==> src/shared/t2c_cfg.svh <==
/*
  Register addresses, control bit positions and prescaler counts of the
  timer 2 block. Assumes the includer is a design file of that block.
*/
`ifndef T2C_CFG_SVH
`define T2C_CFG_SVH

// Special function register addresses
`define T2C_ADDR_CTRL     8'hc8
`define T2C_ADDR_RLD_LO   8'hca
`define T2C_ADDR_RLD_HI   8'hcb
`define T2C_ADDR_CNT_LO   8'hcc
`define T2C_ADDR_CNT_HI   8'hcd

// Control register bit positions
`define T2C_B_HI_FLAG     7
`define T2C_B_LO_FLAG     6
`define T2C_B_LO_IRQ_EN   5
`define T2C_B_CAP_EN      4
`define T2C_B_SPLIT       3
`define T2C_B_RUN         2
`define T2C_B_UNUSED      1
`define T2C_B_XCLK        0

// Reset values and masks
`define T2C_CTRL_RESET    8'h00
`define T2C_BYTE_RESET    8'h00
`define T2C_BYTE_MAX      8'hff
`define T2C_CTRL_WMASK    8'hfd

// Prescalers: system clock by 12, external oscillator by 8
`define T2C_DIV12_LAST    4'hb
`define T2C_EXT8_LAST     3'h7
`endif

==> src/shared/t2c_pkg.sv <==
/*
  Types of the timer 2 block.
  Assumes nothing beyond a SystemVerilog compiler.
*/
package t2c_pkg;
  // One timer or reload byte
  typedef logic [7:0] t2c_byte_t;
  // Clock source of one counter byte
  typedef enum logic [1:0] {
    T2C_SRC_SYS12 = 2'b00,
    T2C_SRC_EXT8  = 2'b01,
    T2C_SRC_SYS   = 2'b11
  } t2c_src_e;
endpackage : t2c_pkg

==> src/shared/t2c_clk_if.sv <==
/*
  Tick strobes from the prescaler module to the timer core.
  Assumes both ends run on core_clk.
*/
interface t2c_clk_if;
  logic sys12_tick; // One pulse per 12 system clocks
  logic ext8_tick;  // One pulse per 8 external rising edges
  logic cap_evt;    // Falling edge of external clock by 8
  modport src  (output sys12_tick, output ext8_tick, output cap_evt);
  modport sink (input  sys12_tick, input  ext8_tick, input  cap_evt);
endinterface : t2c_clk_if

==> src/verilog/t2c_clk_src.sv <==
/*
  Prescalers of timer 2: system clock by 12 and external oscillator by 8,
  plus the capture event. Assumes ext_osc already synchronous to core_clk.
*/
`include "t2c_cfg.svh"
module t2c_clk_src (
  input  wire logic core_clk,
  input  wire logic rst_n,
  input  wire logic ext_osc,
  t2c_clk_if.src    tk
);
  logic [3:0] div12_r; // System clock divider count
  logic [2:0] div8_r;  // External edge count, bit 2 is the divided clock
  logic       osc_r;   // Previous oscillator sample
  logic       osc_rise;

  assign osc_rise = ext_osc && !osc_r;

  // Divide the system clock by 12
  always_ff @(posedge core_clk or negedge rst_n) begin
    if (!rst_n) begin
      div12_r       <= 4'h0;
      tk.sys12_tick <= 1'b0;
    end else begin
      tk.sys12_tick <= (div12_r == `T2C_DIV12_LAST);
      if (div12_r == `T2C_DIV12_LAST) begin
        div12_r <= 4'h0;
      end else begin
        div12_r <= div12_r + 4'h1;
      end
    end
  end

  // Divide the external oscillator by 8; the divided clock falls on wrap
  always_ff @(posedge core_clk or negedge rst_n) begin
    if (!rst_n) begin
      osc_r        <= 1'b0;
      div8_r       <= 3'h0;
      tk.ext8_tick <= 1'b0;
      tk.cap_evt   <= 1'b0;
    end else begin
      osc_r        <= ext_osc;
      tk.ext8_tick <= osc_rise && (div8_r == `T2C_EXT8_LAST);
      tk.cap_evt   <= osc_rise && (div8_r == `T2C_EXT8_LAST);
      if (osc_rise) begin
        div8_r <= div8_r + 3'h1;
      end
    end
  end
endmodule : t2c_clk_src

==> src/verilog/t2c_timer2.sv <==
/*
  Timer 2 core: control register, 16-bit or split 8-bit auto-reload
  counters, capture of the external oscillator and the interrupt request.
  Assumes a synchronous SFR port: one-cycle write and read strobes with an
  address, read data returned one clock later. The global timer interrupt
  enable and the per-byte clock selects come from other registers.
*/
`include "t2c_cfg.svh"
module t2c_timer2 (
  input  wire logic       core_clk,
  input  wire logic       rst_n,
  input  wire logic       ext_osc,
  input  wire logic [7:0] sfr_addr,
  input  wire logic [7:0] sfr_wdata,
  input  wire logic       sfr_wr,
  input  wire logic       sfr_rd,
  input  wire logic       timer_irq_enable,
  input  wire logic       high_byte_system_clock_select,
  input  wire logic       low_byte_system_clock_select,
  output logic      [7:0] sfr_rdata,
  output logic            timer2_irq
);
  t2c_clk_if tk_if ();                      // Prescaler ticks

  t2c_pkg::t2c_byte_t timer2_control_reg_r; // Control and flags
  t2c_pkg::t2c_byte_t timer2_control_nxt;   // Next control value
  t2c_pkg::t2c_byte_t counter_low_byte_r;   // Low counter byte
  t2c_pkg::t2c_byte_t counter_high_byte_r;  // High counter byte
  t2c_pkg::t2c_byte_t reload_low_byte_r;    // Low reload byte
  t2c_pkg::t2c_byte_t reload_high_byte_r;   // High reload byte
  t2c_pkg::t2c_src_e  src_lo;               // Low byte clock source
  t2c_pkg::t2c_src_e  src_hi;               // High byte clock source

  logic wr_ctrl, wr_rld_lo, wr_rld_hi;      // Register write decodes
  logic wr_cnt_lo, wr_cnt_hi;
  logic tick_lo, tick_hi;                   // Selected clock ticks
  logic inc_lo, inc_hi;                     // Counter increments
  logic ovf_lo, ovf_hi;                     // Byte overflows at 0xff
  logic reload_lo;                          // Low byte reload
  logic cap_hit;                            // Capture in this cycle
  logic split_mode_select, run_control;     // Control fields
  logic capture_mode_enable, external_clock_select;
  logic low_byte_irq_enable;

  // Prescalers live in their own module
  t2c_clk_src u_clk_src (
    .core_clk (core_clk),
    .rst_n    (rst_n),
    .ext_osc  (ext_osc),
    .tk       (tk_if.src)
  );

  // Control fields
  assign split_mode_select     = timer2_control_reg_r[`T2C_B_SPLIT];
  assign run_control           = timer2_control_reg_r[`T2C_B_RUN];
  assign capture_mode_enable   = timer2_control_reg_r[`T2C_B_CAP_EN];
  assign external_clock_select = timer2_control_reg_r[`T2C_B_XCLK];
  assign low_byte_irq_enable   = timer2_control_reg_r[`T2C_B_LO_IRQ_EN];

  // Write decode
  always_comb begin
    wr_ctrl   = 1'b0;
    wr_rld_lo = 1'b0;
    wr_rld_hi = 1'b0;
    wr_cnt_lo = 1'b0;
    wr_cnt_hi = 1'b0;
    if (!sfr_wr) begin
      wr_ctrl = 1'b0;           // No write this cycle
    end else if (sfr_addr == `T2C_ADDR_CTRL) begin
      wr_ctrl = 1'b1;
    end else if (sfr_addr == `T2C_ADDR_RLD_LO) begin
      wr_rld_lo = 1'b1;
    end else if (sfr_addr == `T2C_ADDR_RLD_HI) begin
      wr_rld_hi = 1'b1;
    end else if (sfr_addr == `T2C_ADDR_CNT_LO) begin
      wr_cnt_lo = 1'b1;
    end else if (sfr_addr == `T2C_ADDR_CNT_HI) begin
      wr_cnt_hi = 1'b1;
    end
  end

  // Clock source per byte; one shared external select serves both bytes
  always_comb begin
    if (low_byte_system_clock_select) begin
      src_lo = t2c_pkg::T2C_SRC_SYS;
    end else if (external_clock_select) begin
      src_lo = t2c_pkg::T2C_SRC_EXT8;
    end else begin
      src_lo = t2c_pkg::T2C_SRC_SYS12;
    end
    if (high_byte_system_clock_select) begin
      src_hi = t2c_pkg::T2C_SRC_SYS;
    end else if (external_clock_select) begin
      src_hi = t2c_pkg::T2C_SRC_EXT8;
    end else begin
      src_hi = t2c_pkg::T2C_SRC_SYS12;
    end
  end

  // Turn each byte's source into a tick
  always_comb begin
    case (src_lo)
      t2c_pkg::T2C_SRC_SYS:  tick_lo = 1'b1;
      t2c_pkg::T2C_SRC_EXT8: tick_lo = tk_if.ext8_tick;
      default:               tick_lo = tk_if.sys12_tick;
    endcase
    case (src_hi)
      t2c_pkg::T2C_SRC_SYS:  tick_hi = 1'b1;
      t2c_pkg::T2C_SRC_EXT8: tick_hi = tk_if.ext8_tick;
      default:               tick_hi = tk_if.sys12_tick;
    endcase
  end

  // Increment and wrap terms. In 16-bit mode the high byte moves only on
  // the low byte's carry, so its wrap is the full 0xffff wrap.
  always_comb begin
    if (split_mode_select) begin
      inc_lo = tick_lo;
      inc_hi = run_control && tick_hi;
    end else begin
      inc_lo = run_control && tick_lo;
      inc_hi = 1'b0;
    end
    ovf_lo = inc_lo && (counter_low_byte_r == `T2C_BYTE_MAX);
    if (!split_mode_select) begin
      inc_hi = ovf_lo;
    end
    ovf_hi    = inc_hi && (counter_high_byte_r == `T2C_BYTE_MAX);
    reload_lo = split_mode_select ? ovf_lo : ovf_hi;
  end

  // Capture only counts in capture mode
  assign cap_hit = capture_mode_enable && tk_if.cap_evt;

  // Low counter byte; a software write wins over counting
  always_ff @(posedge core_clk or negedge rst_n) begin
    if (!rst_n) begin
      counter_low_byte_r <= `T2C_BYTE_RESET;
    end else if (wr_cnt_lo) begin
      counter_low_byte_r <= sfr_wdata;
    end else if (reload_lo) begin
      counter_low_byte_r <= reload_low_byte_r;
    end else if (inc_lo) begin
      counter_low_byte_r <= counter_low_byte_r + 8'h01;
    end
  end

  // High counter byte
  always_ff @(posedge core_clk or negedge rst_n) begin
    if (!rst_n) begin
      counter_high_byte_r <= `T2C_BYTE_RESET;
    end else if (wr_cnt_hi) begin
      counter_high_byte_r <= sfr_wdata;
    end else if (ovf_hi) begin
      counter_high_byte_r <= reload_high_byte_r;
    end else if (inc_hi) begin
      counter_high_byte_r <= counter_high_byte_r + 8'h01;
    end
  end

  // Reload bytes; capture copies the live count, a write wins over it
  always_ff @(posedge core_clk or negedge rst_n) begin
    if (!rst_n) begin
      reload_low_byte_r  <= `T2C_BYTE_RESET;
      reload_high_byte_r <= `T2C_BYTE_RESET;
    end else begin
      if (wr_rld_lo) begin
        reload_low_byte_r <= sfr_wdata;
      end else if (cap_hit) begin
        reload_low_byte_r <= counter_low_byte_r;
      end
      if (wr_rld_hi) begin
        reload_high_byte_r <= sfr_wdata;
      end else if (cap_hit) begin
        reload_high_byte_r <= counter_high_byte_r;
      end
    end
  end

  // Next control value. A hardware set lands after the software write so
  // that an overflow in the clearing cycle is never lost.
  always_comb begin
    timer2_control_nxt = timer2_control_reg_r;
    if (wr_ctrl) begin
      timer2_control_nxt = sfr_wdata & `T2C_CTRL_WMASK;
    end
    if (ovf_hi || cap_hit) begin
      timer2_control_nxt[`T2C_B_HI_FLAG] = 1'b1;
    end
    if (ovf_lo) begin
      timer2_control_nxt[`T2C_B_LO_FLAG] = 1'b1;
    end
  end

  // Control register; flags never clear without software
  always_ff @(posedge core_clk or negedge rst_n) begin
    if (!rst_n) begin
      timer2_control_reg_r <= `T2C_CTRL_RESET;
    end else begin
      timer2_control_reg_r <= timer2_control_nxt;
    end
  end

  // Interrupt request, registered, one cycle behind the flags
  always_ff @(posedge core_clk or negedge rst_n) begin
    if (!rst_n) begin
      timer2_irq <= 1'b0;
    end else begin
      timer2_irq <= timer_irq_enable &&
                    (timer2_control_reg_r[`T2C_B_HI_FLAG] ||
                     (low_byte_irq_enable &&
                      timer2_control_reg_r[`T2C_B_LO_FLAG]));
    end
  end

  // Read data, registered; unmapped addresses read zero
  always_ff @(posedge core_clk or negedge rst_n) begin
    if (!rst_n) begin
      sfr_rdata <= 8'h00;
    end else if (!sfr_rd) begin
      sfr_rdata <= 8'h00;
    end else if (sfr_addr == `T2C_ADDR_CTRL) begin
      sfr_rdata <= timer2_control_reg_r;
    end else if (sfr_addr == `T2C_ADDR_RLD_LO) begin
      sfr_rdata <= reload_low_byte_r;
    end else if (sfr_addr == `T2C_ADDR_RLD_HI) begin
      sfr_rdata <= reload_high_byte_r;
    end else if (sfr_addr == `T2C_ADDR_CNT_LO) begin
      sfr_rdata <= counter_low_byte_r;
    end else if (sfr_addr == `T2C_ADDR_CNT_HI) begin
      sfr_rdata <= counter_high_byte_r;
    end else begin
      sfr_rdata <= 8'h00;
    end
  end
endmodule : t2c_timer2
==> config.mk <==
export PLATFORM = sky130hd
export DESIGN_NAME = t2c_timer2
export DESIGN_NICKNAME = d
export VERILOG_FILES = /design/src/shared/t2c_pkg.sv /design/src/shared/t2c_clk_if.sv /design/src/verilog/t2c_clk_src.sv /design/src/verilog/t2c_timer2.sv
export VERILOG_INCLUDE_DIRS = /design/src /design/src/shared
export SDC_FILE = /design/constraint.sdc
export NUM_CORES = 1
export LEC_CHECK = 0
export ABC_AREA = 1
export BUFFER_PORTS_ARGS = -buffer_cell sky130_fd_sc_hd__buf_4
export CORE_MARGIN = 2
export CORE_UTILIZATION = 45
export DETAILED_ROUTE_END_ITERATION = 6
export GPL_TIMING_DRIVEN = 0
export PLACE_DENSITY = 0.6
export SLEW_MARGIN = 20
export SYNTH_ARGS = -nofsm -noshare
export SYNTH_HDL_FRONTEND = slang
export SYNTH_SLANG_ARGS = --single-unit
==> constraint.sdc <==
create_clock -name core_clk -period 1.9 [get_ports core_clk]
set_input_delay 0.19 -clock core_clk [delete_from_list [all_inputs] [get_ports core_clk]]
set_output_delay 0.19 -clock core_clk [all_outputs]
set_load 0.01 [all_outputs]
==> flow_metrics.tcl <==
set metrics [dict create \
    ys.warnings.count 0 \
    vias 3154 \
    synth_area_mm2 0.00341 \
    top_usage_layer "met2" \
    grt_use_met1_pct 31.8 \
    setup_tns_ns 0 \
    antenna_found_initial 0 \
    finalHoldViolations 0 \
    met3_usage_pct 3.49 \
    overflow 0 \
    fmaxAchievable_ghz 0.565 \
    drt-wirelength-per-cell_um 15.2 \
    combPwrFrac_pct 21.4 \
    dpl_worst_slack_ns -0.0789 \
    drc 0 \
    powerDensity_mw_per_mm2 893 \
    wirelength_um 9040 \
    synth_edf_count 0 \
    die_x_um 91.0 \
    io_pins 33 \
    min_path_cells 3 \
    layout-drive-gt1-share_pct 20.2 \
    critical_path.max_fanout 6 \
    die_h_um 91.0 \
    path_class "register to register" \
    drtIter0Drc 133 \
    synth_top_area_share_pct 42.6 \
    power_mw 3.70 \
    synth_compound_area_share_pct 14.1 \
    setup_slack_ns 0.129 \
    synth.distinct_cells 34 \
    synth-simple-area-share_pct 29.3 \
    slew_viol_final 0 \
    p_leak_nw 2.09 \
    htreeDepth 3 \
    outcome "finished, final reports clean" \
    layout.nets 520 \
    diodes 0 \
    num_rows 31 \
    setup_violations 0 \
    met2_usage_pct 36.8 \
    syn-num-nets 461 \
    dp_cells 563 \
    seqPwrFrac_pct 43.4 \
    r2r-end "counter_high_byte_r[5]" \
    cts_tree "done" \
    hold_ws_ns 0.0591 \
    ys.flop_type "dfrtp_1" \
    area_growth_pct 21.7 \
    path_cells "ha_4 -> nand2_2 -> nor2_4 -> nand3_2 -> nor2_4 -> nand2_2 -> nand2_2 -> nand2_1 -> nand2_1 -> nand3_1 -> nand2_1" \
    placed_cell_area_mm2 0.00377 \
    fp.coreArea_mm2 0.00729 \
    hp-start "timer_irq_enable" \
    clkPwrFrac_pct 35.2 \
    clock_skew_ns 0.0127 \
    rrSetupSlack_ns 0.13 \
    track_usage_pct 23.1 \
    internal_power_mw 2.56 \
    cts-buffers-inserted 9 \
    cp_top_family "simple AND/OR/NAND/NOR gates" \
    grt_pass1_vias 3046 \
    final_cells 595 \
    sw_frac_of_total_pct 31.0 \
    crit_path_end_kind "register" \
    numPortBuffers 32 \
    grt_max_degree 59 \
    dr.pass1.iters 5 \
    worstMarginPinSlew_ns 0.763 \
    finalCriticalPeriod_ns 1.77 \
    start_kind "register" \
    die-area_mm2 0.00829 \
    grt_pass1_wl_um 15100 \
    syn_area_per_cell_um2 7.89 \
    postLayoutCellArea_mm2 0.00415 \
    period_share_pct 93.2 \
    ff2ff_path_depth 11 \
    ys_top_cells_by_area "dfrtp_1 43%, nand3_1 11%, nand2_1 9.2%" \
    syn_inst 432 \
    hold_end "timer2_irq" \
    path_clk_slew_ns 0.07 \
    ys_seq_elements 58 \
    root_buffer "clkbuf_8" \
    clock_latency_ns 0.35 \
    synthMuxAreaShare_pct 0.954 \
    cp.buffers_inverters 0 \
    final_core_util_pct 56.9 \
    drt.antenna.violating_nets 0 \
    synth_top_family_by_area "simple AND/OR/NAND/NOR gates" \
    synthXorXnorAreaFrac_pct 3.08 \
    arrival_ns 2.06 \
    synthAdderAreaFrac_pct 1.83 \
    finalWeightedCongestion 0.835 \
    vdd_drop_max_mv 0.436 \
    yosys.area.top_type "dfrtp_1" \
    start_util_pct 46.8 \
    slowest_stage "dfrtp_2" \
    crit_required_ns 2.19 \
    yosysSeqAreaShare_pct 42.6 \
    reg2reg_from "counter_low_byte_r[1]" \
    clock_sinks 58 \
    holdCritPathClass "primary input to register" \
    power.switching_mw 1.15 \
    slew_headroom_pct 49.1 \
    hpwlAfterDp_um 6600 \
    drv_cap 0 \
    viasPerCell 5.30 \
    critPathMaxStageDelay_ns 0.42 \
    cts_buffer_depth 2 \
    ys_async_sr_fraction_pct 100 \
]
-- kinds of logic (layout without fill, tap and decap cells) --
group | count (synthesis) | in the layout
simple gates | 206 | 206
compound gates | 80 | 80
buf+inv | 68 | 132
flops | 58 | 58
xor+xnor | 12 | 12
fa+ha+maj | 5 | 5
mux | 3 | 3
-- what timing repair did --
| action | 4_1_cts | 5_1_grt |
|---|---|---|
| endpoints found under the setup margin | 7 | 13 |
| setup buffers | 3 | 10 |
| resized for setup | 1 | 7 |
| endpoints found under the hold margin | 59 | 0 |
| pin swaps | 1 | 4 |
| hold buffers | 2 | 0 |
| cloned | 0 | 1 |
-- power by group through the flow --
stage | registers [mW] | logic [mW] | clock network (mW)
floorplan | 1.57 | 0.491 | 0
global placement | 1.63 | 0.650 | 0
detailed placement | 1.63 | 0.669 | 0
CTS | 1.61 | 0.677 | 1.31
global route | 1.63 | 0.911 | 1.38
finish | 1.61 | 0.793 | 1.30
-- metal layers --
layer | vias to the layer above | routed length [um]
li1 | 1572 | -
met1 | 1477 | 4250
met4 | 0 | 167
met2 | 92 | 4250
met5 | - | 0
met3 | 13 | 375
-- area by class of cell --
class / count / area (um^2)
fillers: 727 / 3140
multi-input cells: 306 / 1710
flip-flops and latches: 58 / 1450
repair buffers: 48 / 363
inverters: 54 / 203
clock buffers: 11 / 141
well taps: 99 / 124
clock inverters: 5 / 77.6
plain buffers: 14 / 76.3
-- cell usage after synthesis (3+ instances only) --
master	instances
inv_1	50
nand2_1	84
dfrtp_1	58
buf_2	4
nand3_1	72
a21oi_1	20
o211ai_1	15
nand2_2	6
xor2_1	8
o21ai_1	6
nand4_1	9
inv_2	4
or2_2	6
o21bai_1	6
nor2_4	3
o21ai_0	23
clkbuf_1	6
nor2_1	17
ha_1	5
o22ai_1	7
xnor2_1	4
-- worst max-delay path by stage --
stage / startpoint / to / depth (start not counted)
after detailed placement: counter_low_byte_r[1] / counter_high_byte_r[5] / 11
after CTS: counter_high_byte_r[0] / counter_low_byte_r[7] / 9
final: counter_low_byte_r[1] / counter_high_byte_r[5] / 11
after global placement: counter_low_byte_r[1] / counter_high_byte_r[2] / 11
after global routing: counter_low_byte_r[1] / counter_low_byte_r[6] / 10
after floorplan: counter_high_byte_r[0] / counter_low_byte_r[6] / 9
-- registers in the layout, summed over array words and instances, names as in the netlist --
signal	count
counter_high_byte_r	8
counter_low_byte_r	8
reload_high_byte_r	8
reload_low_byte_r	8
sfr_rdata	8
timer2_control_reg_r	7
u_clk_src.div12_r	4
u_clk_src.div8_r	3
timer2_irq	1
u_clk_src.osc_r	1
u_clk_src.tk.ext8_tick	1
u_clk_src.tk.sys12_tick	1
-- cell usage in the layout (no fill, tap or decap), types with 7 or more instances in the layout --
| master | count |
|---|---|
| nand2_1 | 84 |
| nand3_1 | 72 |
| dfrtp_1 | 56 |
| inv_1 | 50 |
| buf_4 | 46 |
| o21ai_0 | 23 |
| a21oi_1 | 20 |
| nor2_1 | 17 |
| o211ai_1 | 15 |
| clkbuf_8 | 10 |
| nand4_1 | 9 |
| xor2_1 | 8 |
| clkbuf_1 | 7 |
| o22ai_1 | 7 |
-- worst register-to-register path: stages, from the launching register on --
cell	delay, ns
dfrtp_2	0.42
ha_4	0.16
nand2_2	0.07
nor2_4	0.15
nand3_2	0.09
nor2_4	0.17
nand2_2	0.10
nand2_2	0.12
nand2_1	0.17
nand2_1	0.11
nand3_1	0.09
nand2_1	0.07
Note: power is estimated with default switching activity, not from simulation.
